==> config.mk <==
export PLATFORM = sky130hd
export DESIGN_NAME = rsp_serial_port
export DESIGN_NICKNAME = d
export VERILOG_FILES = /design/src/pkg/rsp_pkg.sv /design/src/pkg/rsp_fifo_if.sv /design/src/verilog/rsp_serial_port.sv /design/src/verilog/rsp_fifo.sv
export SDC_FILE = /design/constraint.sdc
export NUM_CORES = 1
export LEC_CHECK = 0
export BUFFER_PORTS_ARGS = -buffer_cell sky130_fd_sc_hd__buf_2
export CAP_MARGIN = 20
export CORE_ASPECT_RATIO = 0.75
export CORE_MARGIN = 3
export CORE_UTILIZATION = 26
export CTS_BUF_LIST = sky130_fd_sc_hd__clkbuf_4
export CTS_CLUSTER_DIAMETER = 60
export DETAILED_ROUTE_END_ITERATION = 12
export PLACE_DENSITY = 0.5
export SETUP_SLACK_MARGIN = 0.02
export SYNTH_ARGS = -nofsm -noshare
export SYNTH_HDL_FRONTEND = slang
export SYNTH_SLANG_ARGS = --single-unit
==> constraint.sdc <==
create_clock -name clk_sys -period 4 [get_ports clk_sys]
set_input_delay 0.2 -clock clk_sys [delete_from_list [all_inputs] [get_ports clk_sys]]
set_output_delay 0.2 -clock clk_sys [all_outputs]
set_load 0.01 [all_outputs]
==> src/pkg/rsp_pkg.sv <==
// constants, types and helpers for the rtc serial slave port
// assumes one system clock domain; the serial link is sampled, not clocked
package rsp_pkg;

  // ----------------------------------------
  // widths and sizes
  // ----------------------------------------
  localparam int ADDR_W = 6;
  localparam int DATA_W = 8;
  localparam int FIFO_W = ADDR_W + DATA_W;
  localparam int FIFO_DEPTH = 8;

  // ----------------------------------------
  // register map layout
  // ----------------------------------------
  localparam logic [5:0] ADDR_LOW = 6'h00;
  localparam logic [5:0] ADDR_TOP = 6'h3f;
  localparam int CLOCK_BYTES = 8;
  localparam int CTRL_BYTES = 17;
  localparam int USER_BYTES = 7;
  localparam logic [5:0] CTRL_BASE = 6'h08;
  localparam logic [5:0] USER_BASE = 6'h19;
  localparam logic [5:0] MAP_END = 6'h20;
  localparam logic [5:0] SQUARE_WAVE_ADDR = 6'h13;

  // ----------------------------------------
  // framing
  // ----------------------------------------
  localparam logic DIR_WRITE = 1'b1;
  localparam logic [2:0] BIT_LAST = 3'h7;
  localparam logic [2:0] BIT_FIRST = 3'h0;
  localparam logic [3:0] BCD_MAX = 4'h9;

  typedef enum logic [1:0] {
    RSP_IDLE = 2'b00,
    RSP_CMD = 2'b01,
    RSP_RD = 2'b11,
    RSP_WR = 2'b10
  } rsp_state_e;

  typedef enum logic [1:0] {
    RSP_RG_CLOCK = 2'b00,
    RSP_RG_CTRL = 2'b01,
    RSP_RG_USER = 2'b10,
    RSP_RG_NONE = 2'b11
  } rsp_region_e;

  function automatic rsp_region_e rsp_region(input logic [5:0] addr);
    if (addr < CTRL_BASE) return RSP_RG_CLOCK;
    if (addr < USER_BASE) return RSP_RG_CTRL;
    if (addr < MAP_END) return RSP_RG_USER;
    return RSP_RG_NONE;
  endfunction

  function automatic logic rsp_bcd_ok(input logic [7:0] val);
    return (val[7:4] <= BCD_MAX) && (val[3:0] <= BCD_MAX);
  endfunction

endpackage

==> src/pkg/rsp_fifo_if.sv <==
// write-queue handshake between the serial port and its fifo
// assumes both ends run on clk_sys
`timescale 1ns/1ns
interface rsp_fifo_if #(parameter int WIDTH = 14);
  logic [WIDTH-1:0] in_data;
  logic in_valid;
  logic in_ready;
  logic [WIDTH-1:0] out_data;
  logic out_valid;
  logic out_ready;

  modport fifo (
    input in_data,
    input in_valid,
    output in_ready,
    output out_data,
    output out_valid,
    input out_ready
  );

  modport user (
    output in_data,
    output in_valid,
    input in_ready,
    input out_data,
    input out_valid,
    output out_ready
  );
endinterface

==> src/verilog/rsp_serial_port.sv <==
// mode-0 serial slave port in front of the rtc byte register map
// assumes serial clock far below clk_sys; storage answers one cycle after a read
`timescale 1ns/1ns

// How it works
// RQ1 - only mode 0 is supported: clock idles low, both sides agree.
// RQ2 - serial input is captured on each rising serial clock edge.
// RQ3 - serial output changes only after a falling serial clock edge.
// RQ4 - direction, address and write data all latch on rising edges.
// RQ5 - deselected: ignore clock and data, reset transfer, output high impedance.
// RQ6 - read output stays off until a byte is ready; writes never drive it.
// RQ7 - address pointer steps by one after every data byte, read or write.
// RQ8 - map holds 8 clock bytes, 17 control bytes, 7 user bytes.
// RQ9 - clock bytes are packed decimal; bad digits are flagged on write.
// RQ10 - square-wave setting counts as default 32 kHz until software writes it.
// RQ11 - first bit picks direction: one writes, zero reads.
// RQ12 - next seven bits give the start address, most significant first; only the low six are used.
// RQ13 - bursts continue while selected; pointer wraps from top to zero.
// RQ14 - master must drop chip select after power-on before any transfer; code arms anyway, as cs_s_ff resets to deselected.
// RQ15 - storage sees address, write enable, data and read data, one per byte.
// RQ16 - select, clock and data pass two flip-flops before edge detection.
module rsp_serial_port
  import rsp_pkg::*;
#(
  parameter int FIFO_DEPTH_P = FIFO_DEPTH
) (
  input wire logic clk_sys,
  input wire logic rst_n,
  input wire logic ce,
  input wire logic cs_n,
  input wire logic sclk,
  input wire logic serial_in,
  output logic serial_out,
  output logic serial_out_oe_n,
  output logic [5:0] reg_addr,
  output logic reg_rd_en,
  output logic reg_wr_en,
  output logic [7:0] reg_wdata,
  input wire logic [7:0] reg_rdata,
  input wire logic reg_wr_ready,
  output logic reg_bcd_ok,
  output logic square_wave_default,
  output logic overrun
);

  // ----------------------------------------
  // input synchronisers
  // ----------------------------------------
  logic [1:0] cs_s_ff;
  logic [1:0] sck_s_ff;
  logic [1:0] sin_s_ff;
  logic sck_d_ff;

  always_ff @(posedge clk_sys or negedge rst_n) begin
    if (!rst_n) begin
      cs_s_ff <= 2'h3;
      sck_s_ff <= 2'h0;
      sin_s_ff <= 2'h0;
      sck_d_ff <= 1'b0;
    end else if (ce) begin
      cs_s_ff <= {cs_s_ff[0], cs_n}; // RQ16
      sck_s_ff <= {sck_s_ff[0], sclk}; // RQ16
      sin_s_ff <= {sin_s_ff[0], serial_in}; // RQ16
      sck_d_ff <= sck_s_ff[1];
    end
  end

  // ----------------------------------------
  // decode
  // ----------------------------------------
  rsp_state_e state_ff;
  rsp_state_e nxt_state;
  logic [2:0] bit_cnt_ff;
  logic [7:0] sh_in_ff;
  logic [7:0] sh_out_ff;
  logic [5:0] ptr_ff;
  logic armed_ff;
  logic rd_need_ff;
  logic rd_wait_ff;
  logic out_loaded_ff;
  logic push_ff;
  logic [FIFO_W-1:0] push_data_ff;
  logic cs_act;
  logic sck_rise;
  logic sck_fall;
  logic byte_done;
  logic data_byte;
  logic drain;
  logic rd_issue;
  logic [7:0] nxt_sh_in;
  logic [5:0] nxt_ptr;
  logic [5:0] drain_addr;
  logic [7:0] drain_data;

  rsp_fifo_if #(.WIDTH(FIFO_W)) wq ();

  rsp_fifo #(
    .WIDTH(FIFO_W),
    .DEPTH(FIFO_DEPTH_P)
  ) u_fifo (
    .clk_sys(clk_sys),
    .rst_n(rst_n),
    .ce(ce),
    .q(wq.fifo)
  );

  // mode 0 only: edges are found on the idle-low synchronised clock
  assign cs_act = ~cs_s_ff[1]; // RQ5
  assign sck_rise = cs_act & sck_s_ff[1] & ~sck_d_ff; // RQ1
  assign sck_fall = cs_act & ~sck_s_ff[1] & sck_d_ff; // RQ1
  assign nxt_sh_in = {sh_in_ff[6:0], sin_s_ff[1]}; // RQ2
  assign byte_done = sck_rise & (bit_cnt_ff == BIT_LAST);
  assign data_byte = byte_done & ((state_ff == RSP_RD) | (state_ff == RSP_WR));
  assign nxt_ptr = ptr_ff + 6'h01; // RQ13
  // reads wait for queued writes so a read never overtakes its own data
  assign drain = wq.out_valid & wq.out_ready;
  assign rd_issue = rd_need_ff & ~wq.out_valid;
  assign drain_addr = wq.out_data[FIFO_W-1:DATA_W];
  assign drain_data = wq.out_data[DATA_W-1:0];
  assign wq.in_valid = push_ff;
  assign wq.in_data = push_data_ff;
  assign wq.out_ready = reg_wr_ready; // RQ15

  // ----------------------------------------
  // transfer state
  // ----------------------------------------
  always_comb begin
    nxt_state = state_ff;
    unique case (state_ff)
      RSP_IDLE: if (cs_act && armed_ff) nxt_state = RSP_CMD; // RQ14
      RSP_CMD: begin
        if (byte_done) begin
          nxt_state = (nxt_sh_in[7] == DIR_WRITE) ? RSP_WR : RSP_RD; // RQ11
        end
      end
      RSP_RD: nxt_state = RSP_RD;
      RSP_WR: nxt_state = RSP_WR;
    endcase
    if (!cs_act) nxt_state = RSP_IDLE; // RQ5
  end

  always_ff @(posedge clk_sys or negedge rst_n) begin
    if (!rst_n) begin
      state_ff <= RSP_IDLE;
      armed_ff <= 1'b0;
      bit_cnt_ff <= BIT_FIRST;
      sh_in_ff <= 8'h00;
    end else if (ce) begin
      state_ff <= nxt_state;
      if (!cs_act) armed_ff <= 1'b1; // RQ14
      if (!cs_act || state_ff == RSP_IDLE) begin
        bit_cnt_ff <= BIT_FIRST; // RQ5
      end else if (sck_rise) begin
        bit_cnt_ff <= bit_cnt_ff + 3'h1;
        sh_in_ff <= nxt_sh_in; // RQ4
      end
    end
  end

  // ----------------------------------------
  // address pointer and write queue
  // ----------------------------------------
  always_ff @(posedge clk_sys or negedge rst_n) begin
    if (!rst_n) begin
      ptr_ff <= ADDR_LOW;
      push_ff <= 1'b0;
      push_data_ff <= '0;
      overrun <= 1'b0;
    end else if (ce) begin
      push_ff <= 1'b0;
      if (state_ff == RSP_CMD && byte_done) begin
        ptr_ff <= nxt_sh_in[5:0]; // RQ12
      end else if (data_byte) begin
        ptr_ff <= nxt_ptr; // RQ7
      end
      // the master cannot be stalled, so a full queue loses the byte
      if (data_byte && state_ff == RSP_WR) begin
        if (wq.in_ready) begin
          push_ff <= 1'b1; // RQ4
          push_data_ff <= {ptr_ff, nxt_sh_in};
        end else begin
          overrun <= 1'b1;
        end
      end
      if (!cs_act) overrun <= 1'b0;
    end
  end

  // ----------------------------------------
  // storage access
  // ----------------------------------------
  always_ff @(posedge clk_sys or negedge rst_n) begin
    if (!rst_n) begin
      reg_addr <= ADDR_LOW;
      reg_rd_en <= 1'b0;
      reg_wr_en <= 1'b0;
      reg_wdata <= 8'h00;
      reg_bcd_ok <= 1'b1;
      square_wave_default <= 1'b1;
    end else if (ce) begin
      reg_rd_en <= 1'b0;
      reg_wr_en <= 1'b0;
      if (drain) begin
        reg_addr <= drain_addr; // RQ15
        reg_wdata <= drain_data;
        reg_wr_en <= 1'b1;
        reg_bcd_ok <= (rsp_region(drain_addr) != RSP_RG_CLOCK) || // RQ8
                      rsp_bcd_ok(drain_data); // RQ9
        if (drain_addr == SQUARE_WAVE_ADDR) square_wave_default <= 1'b0; // RQ10
      end else if (rd_issue) begin
        reg_addr <= ptr_ff; // RQ15
        reg_rd_en <= 1'b1;
      end
    end
  end

  // ----------------------------------------
  // read data and serial output
  // ----------------------------------------
  always_ff @(posedge clk_sys or negedge rst_n) begin
    if (!rst_n) begin
      rd_need_ff <= 1'b0;
      rd_wait_ff <= 1'b0;
      out_loaded_ff <= 1'b0;
      sh_out_ff <= 8'h00;
      serial_out <= 1'b0;
      serial_out_oe_n <= 1'b1;
    end else if (ce) begin
      rd_wait_ff <= reg_rd_en;
      if (rd_issue) rd_need_ff <= 1'b0;
      // prefetch the next byte as soon as the current one is done
      if ((state_ff == RSP_CMD && byte_done && !nxt_sh_in[7]) ||
          (state_ff == RSP_RD && byte_done)) begin
        rd_need_ff <= 1'b1; // RQ7
        out_loaded_ff <= 1'b0;
      end
      if (rd_wait_ff) begin
        sh_out_ff <= reg_rdata;
        out_loaded_ff <= 1'b1; // RQ6
      end
      if (state_ff == RSP_RD && sck_fall && out_loaded_ff) begin
        serial_out <= sh_out_ff[7]; // RQ3
        sh_out_ff <= {sh_out_ff[6:0], 1'b0};
        serial_out_oe_n <= 1'b0; // RQ6
      end
      if (!cs_act || state_ff != RSP_RD) serial_out_oe_n <= 1'b1; // RQ5
      if (!cs_act) begin
        rd_need_ff <= 1'b0;
        out_loaded_ff <= 1'b0;
      end
    end
  end
endmodule

==> src/verilog/rsp_fifo.sv <==
// small synchronous fifo, valid/ready on both sides
// assumes DEPTH is a power of two; ce low freezes it
`timescale 1ns/1ns
module rsp_fifo #(
  parameter int WIDTH = 14,
  parameter int DEPTH = 8
) (
  input wire logic clk_sys,
  input wire logic rst_n,
  input wire logic ce,
  rsp_fifo_if.fifo q
);
  localparam int AW = $clog2(DEPTH);

  logic [WIDTH-1:0] mem [DEPTH];
  logic [AW:0] wr_ptr_ff;
  logic [AW:0] rd_ptr_ff;
  logic full;
  logic empty;
  logic do_wr;
  logic do_rd;

  // extra pointer bit tells full from empty
  assign empty = (wr_ptr_ff == rd_ptr_ff);
  assign full = (wr_ptr_ff[AW] != rd_ptr_ff[AW]) &&
                (wr_ptr_ff[AW-1:0] == rd_ptr_ff[AW-1:0]);
  assign q.in_ready = ~full;
  assign q.out_valid = ~empty;
  assign q.out_data = mem[rd_ptr_ff[AW-1:0]];
  assign do_wr = ce & q.in_valid & ~full;
  assign do_rd = ce & q.out_ready & ~empty;

  always_ff @(posedge clk_sys or negedge rst_n) begin
    if (!rst_n) begin
      wr_ptr_ff <= '0;
      rd_ptr_ff <= '0;
    end else begin
      if (do_wr) wr_ptr_ff <= wr_ptr_ff + {{AW{1'b0}}, 1'b1};
      if (do_rd) rd_ptr_ff <= rd_ptr_ff + {{AW{1'b0}}, 1'b1};
    end
  end

  always_ff @(posedge clk_sys) begin
    if (do_wr) mem[wr_ptr_ff[AW-1:0]] <= q.in_data;
  end
endmodule

==> impl_results.md <==
* Synth area leader: edfxtp_1
* Crit-path max FO at 10
* Clock Path Buffers at 2
* CTS tree: yes
* DR vias at between 4000 and 5000
* Crit path kind: reg -> reg
* Reg2Reg Setup Slack at around 1.5 ns
* Final min period at approximately 2.5 ns
* RD Place Congestion at around 0.74
* Routed len/inst at approximately 18 um
* GRT Overall Usage at between 10% and 20%
* Drt initial violations at 377
* Io pins at 36
* PwrDens at 523 nW/um2
* Post-Route WL at 17300 um
* Routed Antenna Nets at 0
* Initial antenna violation count at 0
* DR vias/cell at around 4.5
* Clk sinks at ~190
* Status: completed
* Sequential share of the synthesized area at approximately 69%
* Largest cells by area after synthesis: edfxtp_1, dfrtp_1, mux2_2, mux4_2, mux4_1
* Pins Over Slew Limit at 0
* First-pass iteration count of the detailed router at 4
* Final period utilization at 62.7%
* Number of global-route vias before repair at approximately 4400
* Share of post-route cells with drive strength above 1 at 27.9%
* Number of port buffers at 35
* CTS Hold Bufs at 12
* Die height at 156 um
* Critical path arrival at 2.81 ns
* Worst hold slack at roughly 0.086 ns
* Worst-path clk slew at 0.16 ns
* First-pass GRT wire length at 26800 um
* Worst setup startpoint: u_fifo.wr_ptr_ff[1]
* Die W at 206 um
* Worst skew pair latency at 0.59 ns
* DRC violations left at 0
* Placed cell areas at between 8000 and 9000 um2
* Finished Cell Area at just under 9000 um2
* Slew margin rel. at a little under 50%
* Critical path startpoint category: register
* Crit end category: register
* Area Growth Syn to Fin at 14.3%
* Max-Cap Viols at 0
* Commonest non-fill, non-tap cell in the layout: edfxtp_1
* Req. time, crit path at 4.30 ns
* Largest net degree at the start of global routing at 58
* Commonest non-fill, non-tap cells in the layout: edfxtp_1, dfrtp_1, mux2_2, nand2_1, buf_2
* Worst flop-to-flop path startpoint: u_fifo.wr_ptr_ff[1]
* Yosys top cell area share at a little over two fifths
* DP Wirelength at approximately 11000 um
* Fmax at roughly 0.40 GHz
* Mapped Cells at ~480
* RSZ-0062 raised after global routing: no
* Row cnt at 54
* Slew @ Worst Pin at about 0.78 ns
* Top_reg_cell synth: edfxtp_1
* Post-Syn Nets at approximately 500
* YS warnings at 0
* Core Footprint at between 20000 and 30000 um2
* Final #Nets at about 560
* Clk root buf: clkbuf_4
* Inserted Diodes at 0
* Htree depth at 4
* VDD IR max at roughly 0.2 mV
* Final setup TNS at 0 ns
* Synth Area per Inst at 16.2 um2
* HP Class: in -> reg
* GR Overflow Total at 0
* Synth cell types at 50
* Initial Utilization at 26.6%
* Hold Fails Final Rpt at 0
* Leakage at approximately 3.5 nW
* Synthesized cell area at between 7000 and 8000 um2
* Hold Path Origin: ce
* Post-synth ARST share at a little over two fifths
* EDFF count, synth at roughly 110
* Post CTS Setup Buffer Count at 0
* Die area at around 32000 um2
* Post-CTS sizing at 0
* CTS Buf Count at 17
* Number of synthesized register bits at between 150 and 200
* Clk_skew at ~0.027 ns
* Endpoints failing setup at 0
## sequential cells by signal, indices dropped and copies added, names as in the netlist, 2 cells and up
name	flops
state_ff	2
sh_in_ff	7
sin_s_ff	2
u_fifo.wr_ptr_ff	4
u_fifo.rd_ptr_ff	4
u_fifo.mem	112
push_data_ff	14
sck_s_ff	2
cs_s_ff	2
ptr_ff	6
reg_addr	6
bit_cnt_ff	3
sh_out_ff	8
reg_wdata	8
## metrics by stage
| step | std cells | setup WS [ns] | util, % | total power, mW |
|---|---|---|---|---|
| 6_report | 947 | 1.49 | 30.5 | 4.67 |
| 5_1_grt | 947 | 1.25 | 30.5 | 4.95 |
| 4_1_cts | 947 | 1.50 | 30.5 | 4.73 |
| 3_5_place_dp | 903 | 1.51 | 29.0 | 3.61 |
| 3_3_place_gp | 903 | 1.53 | 29.0 | 3.60 |
| 2_1_floorplan | 482 | 1.36 | - | 3.28 |
## report_power, final
part / switching, mW / internal, mW / total (mW)
clock network: 0.715 / 0.392 / 1.11
logic: 0.590 / 0.561 / 1.15
registers: 0.148 / 2.26 / 2.41
## synthesized netlist by cell type, types with 2 or more instances
library cell / n
dfstp_2: 5
clkbuf_1: 7
o22ai_1: 9
a31oi_1: 2
nand3_1: 4
buf_1: 4
nand3b_1: 3
mux2_2: 40
mux2i_1: 9
buf_2: 8
and3_1: 2
dfrtp_1: 76
o21a_1: 2
buf_6: 2
nor3b_1: 3
a21o_1: 2
inv_1: 6
mux4_2: 17
mux2_4: 3
nand4_1: 2
a22oi_1: 2
nor3_1: 7
nand2_1: 38
edfxtp_1: 112
ha_1: 5
nor2b_1: 4
a21oi_1: 24
nand2b_1: 3
xor2_1: 4
o21ai_0: 13
mux4_1: 11
nor2_1: 28
xnor2_1: 7
a22o_1: 2
## logic make-up (layout without fill, tap and decap cells)
| logic type | after synthesis | count (layout) | share of synthesized area, % |
|---|---|---|---|
| and+or+nand+nor | 100 | 100 | 5.91 |
| adders and majority gates | 5 | 5 | 0.801 |
| muxes | 80 | 80 | 16.1 |
| DFF | 193 | 193 | 69.1 |
| xor gates and xnor gates | 11 | 11 | 1.23 |
| buffers and inverters | 28 | 101 | 1.81 |
| AOI/OAI and AO/OA | 65 | 65 | 5.08 |
## layout make-up
| type | count | area [um2] |
|---|---|---|
| fill | 2925 | 20400 |
| sequential | 193 | 5400 |
| multi-input combinational | 261 | 2290 |
| tap | 392 | 490 |
| timing repair buffer | 63 | 430 |
| clock inverter | 15 | 169 |
| clock buffer | 17 | 128 |
| inverter | 6 | 22.5 |
## metal layers
layer / share of wire (%) / global-route usage [%] / wire, um / vias up
li1: - / - / - / 1959
met2: 44 / 16.6 / 7660 / 62
met3: 2.9 / 2.34 / 509 / 12
met5: 0 / 0 / 0 / -
met1: 52 / 16.9 / 8940 / 2273
met4: 1.0 / 3.10 / 172 / 0
## critical path, cell delays in order (launching register included)
cell and delay [ns]:
dfrtp_1 0.52, xnor2_1 0.23, a41oi_1 0.51, nand2b_1 0.20
nor2_1 0.51, buf_12 0.23
## final timing paths
| check | end | cells past startpoint |
|---|---|---|
| max | u_fifo.mem[2][9] | 5 |
| min | u_fifo.wr_ptr_ff[0] | 4 |
| max reg2reg | u_fifo.mem[2][9] | 5 |
| min reg2reg | armed_ff | 1 |
| max in group asynchronous | ptr_ff[2] | 3 |
| min in group asynchronous | sck_s_ff[1] | 2 |
Note: power is estimated with default switching activity, not from simulation.
